### src/core/rbt_params.svh
// Register offsets, field positions, reset values and fixed levels of the receiver back end
`ifndef RBT_PARAMS_SVH
`define RBT_PARAMS_SVH
`define RBT_OFF_DIV_HIGH 8'h00
`define RBT_OFF_DIV_LOW 8'h04
`define RBT_OFF_DATA_CFG 8'h08
`define RBT_OFF_PEAK_CFG 8'h0c
`define RBT_OFF_FLOOR 8'h10
`define RBT_OFF_CORR_CTRL 8'h14
`define RBT_OFF_CORR_VAL 8'h18
`define RBT_OFF_FEI 8'h1c
`define RBT_OFF_CARRIER 8'h20
`define RBT_OFF_RX_BW 8'h24
`define RBT_OFF_AFC_BW 8'h28
`define RBT_OFF_FEI_HZ 8'h2c
`define RBT_CFG_PACKET 0
`define RBT_CFG_SYNC_OFF 1
`define RBT_CFG_OOK 2
`define RBT_PK_PER_LSB 0
`define RBT_PK_STEP_LSB 3
`define RBT_PK_SEL_LSB 6
`define RBT_CTRL_AFC_LAUNCH 0
`define RBT_CTRL_FEI_LAUNCH 1
`define RBT_CTRL_AUTO_ON 2
`define RBT_CTRL_AUTO_CLR 3
`define RBT_CTRL_AFC_DONE 4
`define RBT_CTRL_FEI_DONE 5
`define RBT_CTRL_BUSY 6
`define RBT_RST_DIV 16'h1a0b
`define RBT_RST_FLOOR 8'h0c
`define RBT_RST_STEP 3'h0
`define RBT_RST_PER 3'h0
`define RBT_RST_RX_BW 8'h55
`define RBT_RST_AFC_BW 8'h8b
`define RBT_RST_CARRIER 24'h800000
`define RBT_PEAK_6DB 9'h00c
`define RBT_AVG_SHIFT 4
`define RBT_RESP_OKAY 2'b00
`define RBT_RESP_SLVERR 2'b10
`endif

### src/core/rbt_pkg.sv
// Types of the receiver baseband timing and frequency correction block
package rbt_pkg;
   typedef enum logic [1:0] {
      RBT_IDLE = 2'b00,
      RBT_CLEAR = 2'b01,
      RBT_MEAS = 2'b11,
      RBT_APPLY = 2'b10
   } rbt_afc_state_type;

   typedef enum logic [1:0] {
      RBT_TH_PEAK = 2'b00,
      RBT_TH_FIXED = 2'b01,
      RBT_TH_AVG = 2'b10
   } rbt_thresh_type;

   typedef struct packed {
      logic aw_hold;
      logic [7:0] aw_addr;
      logic w_hold;
      logic [31:0] w_data;
      logic [3:0] w_strb;
      logic bvalid;
      logic [1:0] bresp;
      logic rvalid;
      logic [31:0] rdata;
      logic [1:0] rresp;
      logic [15:0] div;
      logic packet_mode;
      logic sync_off;
      logic ook;
      rbt_thresh_type thr_sel;
      logic [2:0] step;
      logic [2:0] decay_per;
      logic [7:0] floor;
      logic auto_on;
      logic auto_clear;
      logic afc_done;
      logic fei_done;
      logic [23:0] carrier;
      logic [15:0] corr;
      logic [15:0] frequency_error_indicator;
      logic [31:0] fei_hz;
      logic [7:0] rx_bw;
      logic [7:0] afc_bw;
      logic [15:0] ph_cnt;
      logic data_q;
      logic bit_data;
      logic dclk;
      logic bit_tick;
      logic [7:0] peak;
      logic [11:0] avg;
      logic [2:0] decay_cnt;
      logic sliced;
      rbt_afc_state_type st;
      logic [19:0] acc;
      logic [2:0] meas_cnt;
      logic [21:0] meas_cyc;
      logic rx_en_q;
      logic afc_run;
      logic fei_only;
   } rbt_state_type;
endpackage : rbt_pkg

### src/core/rbt_baseband_top.sv
// Receiver back end: bit rate divider, OOK slicer, bit synchronizer, FREQUENCY_ERROR_INDICATOR and AFC behind AXI4-Lite
// What this block does and what it requires of the transmitter and the user
// Bit rate is the oscillator clock divided by a 16-bit divisor in two bytes.
// FSK demodulator output can feed the bit synchronizer for synchronous stream.
// OOK data is sliced against a threshold chosen from three modes.
// Peak mode threshold is tracked signal strength peak minus 6 dB.
// Without signal or on zeros, peak drops one step every decay period.
// Decaying peak threshold stops at the floor threshold and holds there.
// Fixed mode compares signal strength directly against the floor threshold.
// Average mode averages signal strength; transmitter must send DC-free data.
// Bit synchronizer gives a glitch-free clock on the pin, can be disabled.
// Synchronizer is forced on in packet mode and timed from the divisor.
// Transmitter sends at least 12 bits of alternating preamble first.
// Payload has a level transition in every 16 consecutive bits.
// Transmitter and receiver bit rates differ by less than 6.5 percent.
// A launched measurement stores a signed two's complement frequency error.
// A frequency error measurement completes within four bit periods.
// Measurement is launched only while preamble is being received.
// Offset plus 20 dB bandwidth stays below the baseband filter bandwidth.
// Frequency error in hertz is synthesizer step times the signed result.
// Completed correction subtracts the correction from the carrier frequency.
// Auto enable runs correction on each receiver enable, else on launch bit.
// Auto-clear discards the previous correction first, else starts from it.
// The correction phase uses its own channel filter bandwidth setting.
// The frequency error result holds until a new measurement overwrites it.
`timescale 1ns/10ps
`include "rbt_params.svh"

module rbt_baseband_top #(
   parameter int FEI_BITS = 4,
   parameter logic [15:0] FSTEP_HZ = 16'h0001
) (
   // Clock and reset
   input wire logic CLK,
   input wire logic RST,
   // AXI4-Lite register slave
   input wire logic S_AXI_AWVALID,
   output logic S_AXI_AWREADY,
   input wire logic [7:0] S_AXI_AWADDR,
   input wire logic S_AXI_WVALID,
   output logic S_AXI_WREADY,
   input wire logic [31:0] S_AXI_WDATA,
   input wire logic [3:0] S_AXI_WSTRB,
   output logic S_AXI_BVALID,
   input wire logic S_AXI_BREADY,
   output logic [1:0] S_AXI_BRESP,
   input wire logic S_AXI_ARVALID,
   output logic S_AXI_ARREADY,
   input wire logic [7:0] S_AXI_ARADDR,
   output logic S_AXI_RVALID,
   input wire logic S_AXI_RREADY,
   output logic [31:0] S_AXI_RDATA,
   output logic [1:0] S_AXI_RRESP,
   // Demodulator side, same clock
   input wire logic FSK_DATA,
   input wire logic [7:0] RSSI_LEVEL,
   input wire logic [15:0] FREQ_OFFSET,
   input wire logic RX_ENABLE,
   // Recovered stream and radio controls
   output logic SLICED_DATA,
   output logic RECOVERED_DATA,
   output logic RECOVERED_CLOCK_PIN,
   output logic [23:0] CARRIER_FREQ,
   output logic [7:0] CHANNEL_BW_SEL,
   output logic CORRECTION_BUSY
);
   import rbt_pkg::*;

   localparam int FEI_SH = $clog2(FEI_BITS);

   rbt_state_type r_reg;
   rbt_state_type r_next;

   logic sync_en;
   logic [15:0] half;
   logic data_in;
   logic [8:0] pk_min;
   logic [8:0] step9;
   logic [7:0] thr;
   logic decay_evt;
   logic do_wr;
   logic afc_req;
   logic fei_req;
   logic afc_start;
   logic [31:0] rd_data;
   logic [1:0] rd_resp;
   logic [19:0] acc_sum;
   logic [15:0] fei_res;
   logic [21:0] meas_bound;

   always_comb begin
      r_next = r_reg;
      sync_en = r_reg.packet_mode | ~r_reg.sync_off;
      half = {1'b0, r_reg.div[15:1]};
      data_in = r_reg.ook ? r_reg.sliced : FSK_DATA;
      pk_min = {1'b0, r_reg.floor} + `RBT_PEAK_6DB;
      step9 = {6'h00, r_reg.step};
      thr = r_reg.floor;
      decay_evt = r_reg.bit_tick & (r_reg.decay_cnt == r_reg.decay_per);
      do_wr = r_reg.aw_hold & r_reg.w_hold & ~r_reg.bvalid;
      afc_req = 1'b0;
      fei_req = 1'b0;
      afc_start = 1'b0;
      rd_data = 32'h00000000;
      rd_resp = `RBT_RESP_OKAY;
      acc_sum = r_reg.acc + {{4{FREQ_OFFSET[15]}}, FREQ_OFFSET};
      fei_res = 16'($signed(acc_sum) >>> FEI_SH);
      meas_bound = 22'(FEI_BITS) * ({6'h00, r_reg.div} + {6'h00, half}) + 22'h000002;

      // Register read decode
      case (S_AXI_ARADDR)
         `RBT_OFF_DIV_HIGH: rd_data[7:0] = r_reg.div[15:8];
         `RBT_OFF_DIV_LOW: rd_data[7:0] = r_reg.div[7:0];
         `RBT_OFF_DATA_CFG: begin
            rd_data[`RBT_CFG_PACKET] = r_reg.packet_mode;
            rd_data[`RBT_CFG_SYNC_OFF] = r_reg.sync_off;
            rd_data[`RBT_CFG_OOK] = r_reg.ook;
         end
         `RBT_OFF_PEAK_CFG: begin
            rd_data[`RBT_PK_PER_LSB +: 3] = r_reg.decay_per;
            rd_data[`RBT_PK_STEP_LSB +: 3] = r_reg.step;
            rd_data[`RBT_PK_SEL_LSB +: 2] = r_reg.thr_sel;
         end
         `RBT_OFF_FLOOR: rd_data[7:0] = r_reg.floor;
         `RBT_OFF_CORR_CTRL: begin
            rd_data[`RBT_CTRL_AUTO_ON] = r_reg.auto_on;
            rd_data[`RBT_CTRL_AUTO_CLR] = r_reg.auto_clear;
            rd_data[`RBT_CTRL_AFC_DONE] = r_reg.afc_done;
            rd_data[`RBT_CTRL_FEI_DONE] = r_reg.fei_done;
            rd_data[`RBT_CTRL_BUSY] = (r_reg.st != RBT_IDLE);
         end
         `RBT_OFF_CORR_VAL: rd_data = {{16{r_reg.corr[15]}}, r_reg.corr};
         `RBT_OFF_FEI: rd_data = {{16{r_reg.frequency_error_indicator[15]}}, r_reg.frequency_error_indicator};
         `RBT_OFF_CARRIER: rd_data[23:0] = r_reg.carrier;
         `RBT_OFF_RX_BW: rd_data[7:0] = r_reg.rx_bw;
         `RBT_OFF_AFC_BW: rd_data[7:0] = r_reg.afc_bw;
         `RBT_OFF_FEI_HZ: rd_data = r_reg.fei_hz;
         default: rd_resp = `RBT_RESP_SLVERR;
      endcase

      // AXI4-Lite channel handshakes
      if (S_AXI_AWVALID && !r_reg.aw_hold && !r_reg.bvalid) begin
         r_next.aw_hold = 1'b1;
         r_next.aw_addr = S_AXI_AWADDR;
      end
      if (S_AXI_WVALID && !r_reg.w_hold && !r_reg.bvalid) begin
         r_next.w_hold = 1'b1;
         r_next.w_data = S_AXI_WDATA;
         r_next.w_strb = S_AXI_WSTRB;
      end
      if (r_reg.bvalid && S_AXI_BREADY) begin
         r_next.bvalid = 1'b0;
      end
      if (r_reg.rvalid && S_AXI_RREADY) begin
         r_next.rvalid = 1'b0;
      end
      if (S_AXI_ARVALID && !r_reg.rvalid) begin
         r_next.rvalid = 1'b1;
         r_next.rdata = rd_data;
         r_next.rresp = rd_resp;
      end

      // Register writes; only lane 0 for byte registers, lanes 0 to 2 for the carrier
      if (do_wr) begin
         r_next.aw_hold = 1'b0;
         r_next.w_hold = 1'b0;
         r_next.bvalid = 1'b1;
         r_next.bresp = `RBT_RESP_OKAY;
         case (r_reg.aw_addr)
            `RBT_OFF_DIV_HIGH: if (r_reg.w_strb[0]) r_next.div[15:8] = r_reg.w_data[7:0];
            `RBT_OFF_DIV_LOW: if (r_reg.w_strb[0]) r_next.div[7:0] = r_reg.w_data[7:0];
            `RBT_OFF_DATA_CFG: if (r_reg.w_strb[0]) begin
               r_next.packet_mode = r_reg.w_data[`RBT_CFG_PACKET];
               r_next.sync_off = r_reg.w_data[`RBT_CFG_SYNC_OFF];
               r_next.ook = r_reg.w_data[`RBT_CFG_OOK];
            end
            `RBT_OFF_PEAK_CFG: if (r_reg.w_strb[0]) begin
               r_next.decay_per = r_reg.w_data[`RBT_PK_PER_LSB +: 3];
               r_next.step = r_reg.w_data[`RBT_PK_STEP_LSB +: 3];
               r_next.thr_sel = rbt_thresh_type'(r_reg.w_data[`RBT_PK_SEL_LSB +: 2]);
            end
            `RBT_OFF_FLOOR: if (r_reg.w_strb[0]) r_next.floor = r_reg.w_data[7:0];
            `RBT_OFF_CORR_CTRL: if (r_reg.w_strb[0]) begin
               r_next.auto_on = r_reg.w_data[`RBT_CTRL_AUTO_ON];
               r_next.auto_clear = r_reg.w_data[`RBT_CTRL_AUTO_CLR];
               afc_req = r_reg.w_data[`RBT_CTRL_AFC_LAUNCH];
               fei_req = r_reg.w_data[`RBT_CTRL_FEI_LAUNCH];
               if (r_reg.w_data[`RBT_CTRL_AFC_DONE]) r_next.afc_done = 1'b0;
               if (r_reg.w_data[`RBT_CTRL_FEI_DONE]) r_next.fei_done = 1'b0;
            end
            `RBT_OFF_CARRIER: begin
               for (int i = 0; i < 3; i++) begin
                  if (r_reg.w_strb[i]) r_next.carrier[i*8 +: 8] = r_reg.w_data[i*8 +: 8];
               end
            end
            `RBT_OFF_RX_BW: if (r_reg.w_strb[0]) r_next.rx_bw = r_reg.w_data[7:0];
            `RBT_OFF_AFC_BW: if (r_reg.w_strb[0]) r_next.afc_bw = r_reg.w_data[7:0];
            `RBT_OFF_CORR_VAL, `RBT_OFF_FEI, `RBT_OFF_FEI_HZ: r_next.bresp = `RBT_RESP_OKAY;
            default: r_next.bresp = `RBT_RESP_SLVERR;
         endcase
      end

      // Bit synchronizer: re-phase on each edge, sample at the middle of the bit
      r_next.data_q = data_in;
      r_next.bit_tick = 1'b0;
      if (data_in != r_reg.data_q) begin
         r_next.ph_cnt = half;
      end else if (r_reg.ph_cnt >= r_reg.div - 16'h0001) begin
         r_next.ph_cnt = 16'h0000;
         r_next.bit_tick = 1'b1;
         r_next.bit_data = r_reg.data_q;
      end else begin
         r_next.ph_cnt = r_reg.ph_cnt + 16'h0001;
      end
      r_next.dclk = sync_en & (r_next.ph_cnt >= half);

      // OOK slicer threshold
      case (r_reg.thr_sel)
         RBT_TH_FIXED: thr = r_reg.floor;
         RBT_TH_AVG: thr = r_reg.avg[11:`RBT_AVG_SHIFT];
         default: thr = (!pk_min[8] && r_reg.peak > pk_min[7:0]) ? r_reg.peak - pk_min[7:0] + r_reg.floor
                        : r_reg.floor;
      endcase
      r_next.sliced = RSSI_LEVEL > thr;
      r_next.avg = r_reg.avg - {4'h0, r_reg.avg[11:`RBT_AVG_SHIFT]} + {4'h0, RSSI_LEVEL};
      if (r_reg.bit_tick) begin
         r_next.decay_cnt = (r_reg.decay_cnt == r_reg.decay_per) ? 3'h0 : r_reg.decay_cnt + 3'h1;
      end
      if (RSSI_LEVEL > r_reg.peak) begin
         r_next.peak = RSSI_LEVEL;
      end else if (decay_evt && !r_reg.sliced) begin
         if ({1'b0, r_reg.peak} >= pk_min + step9) begin
            r_next.peak = r_reg.peak - {5'h00, r_reg.step};
         end else if ({1'b0, r_reg.peak} > pk_min) begin
            r_next.peak = pk_min[7:0];
         end
      end

      // Frequency error measurement and correction sequence
      r_next.rx_en_q = RX_ENABLE;
      afc_start = afc_req | (r_reg.auto_on & RX_ENABLE & ~r_reg.rx_en_q);
      r_next.meas_cyc = (r_reg.st == RBT_MEAS) ? r_reg.meas_cyc + 22'h000001 : 22'h000000;
      unique case (r_reg.st)
         RBT_IDLE: begin
            r_next.acc = 20'h00000;
            r_next.meas_cnt = 3'h0;
            if (afc_start) begin
               r_next.afc_run = 1'b1;
               r_next.fei_only = 1'b0;
               r_next.st = (r_reg.auto_on && r_reg.auto_clear && !afc_req) ? RBT_CLEAR : RBT_MEAS;
            end else if (fei_req) begin
               r_next.fei_only = 1'b1;
               r_next.st = RBT_MEAS;
            end
         end
         RBT_CLEAR: begin
            r_next.carrier = r_reg.carrier + {{8{r_reg.corr[15]}}, r_reg.corr};
            r_next.corr = 16'h0000;
            r_next.st = RBT_MEAS;
         end
         RBT_MEAS: begin
            if (r_reg.bit_tick) begin
               r_next.acc = acc_sum;
               r_next.meas_cnt = r_reg.meas_cnt + 3'h1;
               if (r_reg.meas_cnt == 3'(FEI_BITS - 1)) begin
                  r_next.frequency_error_indicator = fei_res;
                  r_next.fei_hz = 32'($signed(fei_res) * $signed({1'b0, FSTEP_HZ}));
                  r_next.st = RBT_APPLY;
               end
            end
         end
         RBT_APPLY: begin
            if (!r_reg.fei_only) begin
               r_next.carrier = r_reg.carrier - {{8{r_reg.frequency_error_indicator[15]}}, r_reg.frequency_error_indicator};
               r_next.corr = r_reg.corr + r_reg.frequency_error_indicator;
               r_next.afc_done = 1'b1;
            end
            r_next.fei_done = 1'b1;
            r_next.afc_run = 1'b0;
            r_next.st = RBT_IDLE;
         end
      endcase
   end

   always_ff @(posedge CLK or posedge RST) begin
      if (RST) begin
         r_reg <= '0;
         r_reg.div <= `RBT_RST_DIV;
         r_reg.floor <= `RBT_RST_FLOOR;
         r_reg.step <= `RBT_RST_STEP;
         r_reg.decay_per <= `RBT_RST_PER;
         r_reg.thr_sel <= RBT_TH_PEAK;
         r_reg.rx_bw <= `RBT_RST_RX_BW;
         r_reg.afc_bw <= `RBT_RST_AFC_BW;
         r_reg.carrier <= `RBT_RST_CARRIER;
         r_reg.st <= RBT_IDLE;
      end else begin
         r_reg <= r_next;
      end
   end

   assign S_AXI_AWREADY = ~r_reg.aw_hold & ~r_reg.bvalid;
   assign S_AXI_WREADY = ~r_reg.w_hold & ~r_reg.bvalid;
   assign S_AXI_BVALID = r_reg.bvalid;
   assign S_AXI_BRESP = r_reg.bresp;
   assign S_AXI_ARREADY = ~r_reg.rvalid;
   assign S_AXI_RVALID = r_reg.rvalid;
   assign S_AXI_RDATA = r_reg.rdata;
   assign S_AXI_RRESP = r_reg.rresp;
   assign SLICED_DATA = r_reg.sliced;
   assign RECOVERED_DATA = sync_en ? r_reg.bit_data : r_reg.data_q;
   assign RECOVERED_CLOCK_PIN = r_reg.dclk;
   assign CARRIER_FREQ = r_reg.carrier;
   assign CHANNEL_BW_SEL = r_reg.afc_run ? r_reg.afc_bw : r_reg.rx_bw;
   assign CORRECTION_BUSY = (r_reg.st != RBT_IDLE);
endmodule : rbt_baseband_top

### config.mk
export PLATFORM = sky130hd
export DESIGN_NAME = rbt_baseband_top
export DESIGN_NICKNAME = d
export VERILOG_FILES = /design/src/core/rbt_pkg.sv /design/src/core/rbt_baseband_top.sv
export VERILOG_INCLUDE_DIRS = /design/src /design/src/core
export SDC_FILE = /design/constraint.sdc
export NUM_CORES = 1
export LEC_CHECK = 0
export ABC_CLOCK_PERIOD_IN_PS = 8600
export BUFFER_PORTS_ARGS = -buffer_cell sky130_fd_sc_hd__buf_2
export CORE_ASPECT_RATIO = 1.75
export CORE_MARGIN = 2
export CORE_UTILIZATION = 25
export DETAILED_ROUTE_END_ITERATION = 6
export PLACE_DENSITY = 0.39
export SYNTH_ARGS = -nofsm -noshare
export SYNTH_HDL_FRONTEND = slang
export SYNTH_SLANG_ARGS = --single-unit
### constraint.sdc
create_clock -name CLK -period 8.6 [get_ports CLK]
set_clock_uncertainty 0.1 [all_clocks]
set_input_delay 0.43 -clock CLK [delete_from_list [all_inputs] [get_ports CLK]]
set_output_delay 0.43 -clock CLK [all_outputs]
set_load 0.05 [all_outputs]
-- After elaboration in Yosys (flattened, before gate mapping)
Cells that the tools add are included.
- $add $sub $neg: 15
- $mul: 0
- div/mod/pow operators: 0
- magnitude comparators: 7
- equality and inequality tests: 35
- shift-type cells: 0
- mux-type cells: 60
- bitwise logic cells: 17
- reductions and logical operators: 55
- operators by type and width (operator ; count):
    one-hot mux 40 bit (2 select lines) ; 1
    two-way mux 8 bit ; 9
    equality test 8 x 5 -> 1 bit (second input constant) ; 8
    equality test 8 x 6 -> 1 bit (second input constant) ; 8
    one-hot mux 16 bit (4 select lines) ; 1
    one-hot mux 23 bit (2 select lines) ; 1
    one-hot mux 4 bit (11 select lines) ; 1
    two-way mux 40 bit ; 1
    two-way mux 37 bit ; 1
    two-way mux 35 bit ; 1
    equality test 8 x 4 -> 1 bit (second input constant) ; 4
    two-way mux 16 bit ; 2
    AND reduction 3 bit ; 10
    nonzero test 2 bit ; 14
    two-way mux 26 bit ; 1
    two-way mux 25 bit ; 1
    adder 24 bit ; 1
    greater-than comparator 8 bit ; 3
    two-way mux 24 bit ; 1
    one-hot mux 8 bit (3 select lines) ; 1
    OR reduction 12 bit ; 2
    subtractor 24 bit ; 1
    one-hot mux 2 bit (11 select lines) ; 1
    adder 20 bit ; 1
    other kinds (43) ; 114
- bits in registers: 283
- latch bits: 0
- memory bits (writable): 0
- bits in read-only memories: 0
- output and inout port bits: 77
- memories kept: 0

-- Longest topological paths before layout
- depth in word-level cells: 8
- gate-level depth with buffers: 26

-- Least setup slack after synthesis
Ideal clock, no wire load.
- kind: register to register
- start point: register r_reg (netlist bit half[1])
- end point: register r_reg (netlist bit RECOVERED_CLOCK_PIN)
- library setup time: 0.119 ns
- data arrival time: 4.616 ns
- slack: 3.765 ns
- stages on the path, launching flop included: 27
- cells stage by stage: dfrtp_1 -> nor2_1 -> nand2_1 -> nor4_1 -> and2_1 -> nand2_1 -> xnor2_1 -> ha_1 -> a21o_1 -> a21o_1 -> a21o_1 -> a21o_1 -> a21oi_1 -> o21ai_0 -> a21o_1 -> buf_2 -> o31a_1 -> ha_1 -> nand2b_1 -> a21o_1 -> a21o_1 -> a21o_1 -> a21o_1 -> a21o_1 -> a211oi_1 -> o21ai_0 -> o21ba_2
- RTL lines (what ; line ; RTL):
    from (decl) ; rbt_baseband_top.sv:71 ; rbt_state_type r_reg;
    from (signal assigned) ; rbt_baseband_top.sv:298 ; r_reg <= r_next;

==> impl_results.md <==
* Worst hold start: S_AXI_WDATA[0]
* Hold Crit Class: in -> reg
* Antenna violations before repair at 3
* Proportion of layout cells with a drive suffix above 1 at 0.171
* Top FF cell, synth: dfrtp_1
* Global-route wire length before repair at 98.1 mm
* Largest family of logic cells by synthesized area: compound AO/OA/AOI/OAI gates
* Hold EP: r_reg[279]$_DFFE_PP0P_
* Critical path's slowest cell: dfrtp_1
* Starting Density at 0.252
* Slew Limit Fails at 0
* CP required at 8.98 ns
* Num ports at 162
* Total Routing Usage GR at 0.172
* Asr flop ratio synth at 1.00
* RR Endpoint: RECOVERED_CLOCK_PIN$_DFF_PP0_
* Max FO, Critical Path at 18
* PD cells at 255 mW/mm^2
* Total Power at 0.00540 W
* Post-synthesis mux area share at 0.0732
* R2R cell count at 25
* Hold path cells at 2
* Total congestion overflow at 0
* Netlist cell types at 96
* Worst Max-Slew Pin Slew at 1.23 ns
* Largest stage delay, worst path at 0.46 ns
* Pre-antenna DRT Iters at 6
* Post-synthesis adder-cell area fraction at 0.137
* Die H at 362 um
* Synth Area in Compound Gates at 0.197
* Cell area after synthesis at 0.0183 mm^2
* Max_slew headroom at 0.183
* Synth warn at 0
* Clock Path Buffers at 3
* Period minus WS final at 5.43 ns
* Synth top area cells: dfrtp_1 31%, ha_1 12%, mux2_2 5.3%
* CTS root buf: clkbuf_16
* Min Hold Slack at 0.0382 ns
* Antenna viol nets, final at 0
* Setup crit end kind: register
* Max-cap violations at 0
* Die Footprint at 0.0756 mm^2
* WL/cell at 21.6 um
* Core Footprint at 0.0728 mm^2
* Final Wtd Congestion at 0.882
* Setup TNS at 0 ns
* Area Growth Syn to Fin at 15.4%
* Top cell type's share of synthesized area at 0.314
* Die width at 209 um
* Syn Area/Cell at 9.33 um^2
* Vias at 14944
* CP dominant cell by count: a21o_1
* RSZ-0062 raised after global routing: false
* R2R Setup Slk at 3.17 ns
* Xor and xnor area share after synthesis at 0.0629
* Max Freq at 184 MHz
* Maximum vdd drop at 213 uV
* Largest net degree at the start of global routing at 133
* Initial DRC Count at 806
* Row count at 131
* Final HPWL from detailed placement at 51.1 mm
* Via density at 4.92
* Max FFs per register at 177
* Leak pwr at 10.2 nW
* FF+latch count, synth at 247
* Critical Setup Path Class: reg -> reg
* I/O Buffers at 150
* TritonCTS buffer count at 30
* Vias in the first global route at 15528
* Sequential-to-total area share from yosys stat at 0.338
* Clock Latency Late Sink at 0.60 ns
* Layout Nets at 2359
* Clk slew on worst S/H paths at 0.06 ns
* Placement Setup Slack at 3.07 ns
* H-Tree Depth at 1
* Dominant cell type by area after synthesis: dfrtp_1
* Number of gates resized after CTS at 0
* Post-synth EDFFs at 0
* # setup viols final at 0
* Total wire length at 65.5 mm
* Crit path DAT at 5.81 ns
* Period utilisation layout at 0.631
* DRC errors left at 0
* Reg2Reg Launch Point: half[1]$_DFFE_PP0P_
* Mapped Cells at 1965
* Simple-Gate Fraction of Synth Area at 0.124
* Final WS setup at 3.17 ns
* Type of origin of the critical path: register
* CTS sink count at 247
* CTS tree: built
* Status: complete, no violations
* Hold Vio Cnt, Final at 0
[critical path, delay by kind of cell, from the launching register on]
| family | cells | cell delay (ns) |
|---|---|---|
| XOR/XNOR | 1 | 0.14 |
| flip-flops | 1 | 0.46 |
| buffers and inverters | 1 | 0.23 |
| adder cells (fa/ha/maj) | 2 | 0.58 |
| AO/OA/AOI/OAI | 16 | 2.85 |
| AND/OR/NAND/NOR | 5 | 0.93 |
[per-layer routing]
layer	wire, um	GRT usage
met1	23800	0.180
met2	36000	0.340
met3	2700	0.0206
met4	2940	0.0749
met5	27	0
[worst max path at each step]
stage	from	slack, ns	end	depth (start not counted)
2_1_floorplan	RST	1.31	CARRIER_FREQ[0]$_DFF_PP0_	1
3_3_place_gp	half[1]$_DFFE_PP0P_	3.08	RECOVERED_CLOCK_PIN$_DFF_PP0_	25
3_5_place_dp	half[1]$_DFFE_PP0P_	3.07	RECOVERED_CLOCK_PIN$_DFF_PP0_	25
4_1_cts	half[1]$_DFFE_PP0P_	3.05	RECOVERED_CLOCK_PIN$_DFF_PP0_	25
5_1_grt	half[1]$_DFFE_PP0P_	2.69	RECOVERED_CLOCK_PIN$_DFF_PP0_	25
6_report	half[1]$_DFFE_PP0P_	3.17	RECOVERED_CLOCK_PIN$_DFF_PP0_	25
[synth_stat cells (5+ instances only)]
cell,n
o2111ai_1,5
and2_1,8
and3_1,17
nand2b_1,27
a21o_1,42
a222oi_1,19
inv_1,144
o22ai_1,7
nand2_1,197
a211oi_1,11
o211ai_1,8
xor2_1,50
nor2b_1,22
o21bai_1,9
buf_4,65
nor4_1,7
clkbuf_1,43
o21ai_0,149
fa_1,14
o221ai_1,9
o21ai_1,9
mux2i_1,35
mux2_2,87
nor3_1,24
o31ai_1,19
nor2_1,100
buf_2,7
a221o_1,5
or3_1,7
o21a_1,20
a31oi_1,9
dfstp_2,17
nand3_1,37
nand4_1,8
xnor2_1,79
dfrtp_1,230
a21oi_1,105
ha_1,178
a22oi_1,12
a221oi_1,11
a22o_1,21
[cells in the final DEF (no fill, tap or decap), types with 9 or more instances in the layout]
cell type and count:
nor2b_1 22, a221oi_1 11, o21ai_1 9, mux2i_1 35, a21oi_1 104, clkbuf_16 31, a22oi_1 12, nor2_1 99
o21a_1 20, nand2b_1 27, and3_1 17, inv_1 143, a21o_1 42, ha_1 178, dfstp_2 17, xor2_1 50
a211oi_1 11, a222oi_1 19, buf_4 12, dlygate4sd3_1 39, o21bai_1 9, buf_2 150, nor3_1 24, mux2_2 87
nand3_1 37, o31ai_1 18, o221ai_1 9, fa_1 14, nand2_1 197, a22o_1 21, dfrtp_1 230, xnor2_1 78
a31oi_1 9, o21ai_0 149
[report_power, final]
part | switching, W | internal (W)
logic | 0.00130 | 0.000942
registers | 0.000342 | 0.00138
clock network | 0.000565 | 0.000860
[logic make-up after synthesis]
kind of cell	count (synthesis)
and+or+nand+nor	480
DFF	247
xor gates and xnor gates	130
buffers and inverters	262
AOI/OAI and AO/OA	530
adders and majority gates	192
other	1
muxes	123
[cell type report]
class | instances | area [um^2]
fill | 7733 | 51600
multi-input combinational | 1457 | 10900
sequential | 247 | 6200
timing repair buffer | 202 | 1250
tap | 931 | 1160
clock buffer | 45 | 888
inverter | 144 | 548
clock inverter | 11 | 189
antenna | 1 | 2.50
[per-stage QoR]
stage	area (um^2)	utilization	instances
global route	21200	0.291	3037
finish	21200	0.291	3038
detailed placement	19700	0.270	2942
global placement	19700	0.270	2942
floorplan	18300	-	1966
CTS	21200	0.291	3037
[repair_timing]
action                                 in CTS  in global routing
hold buffers                               39                  0
buffers inserted                            0                  0
endpoints found under the hold margin     123                  0
Power figures use the tool's default switching activity.
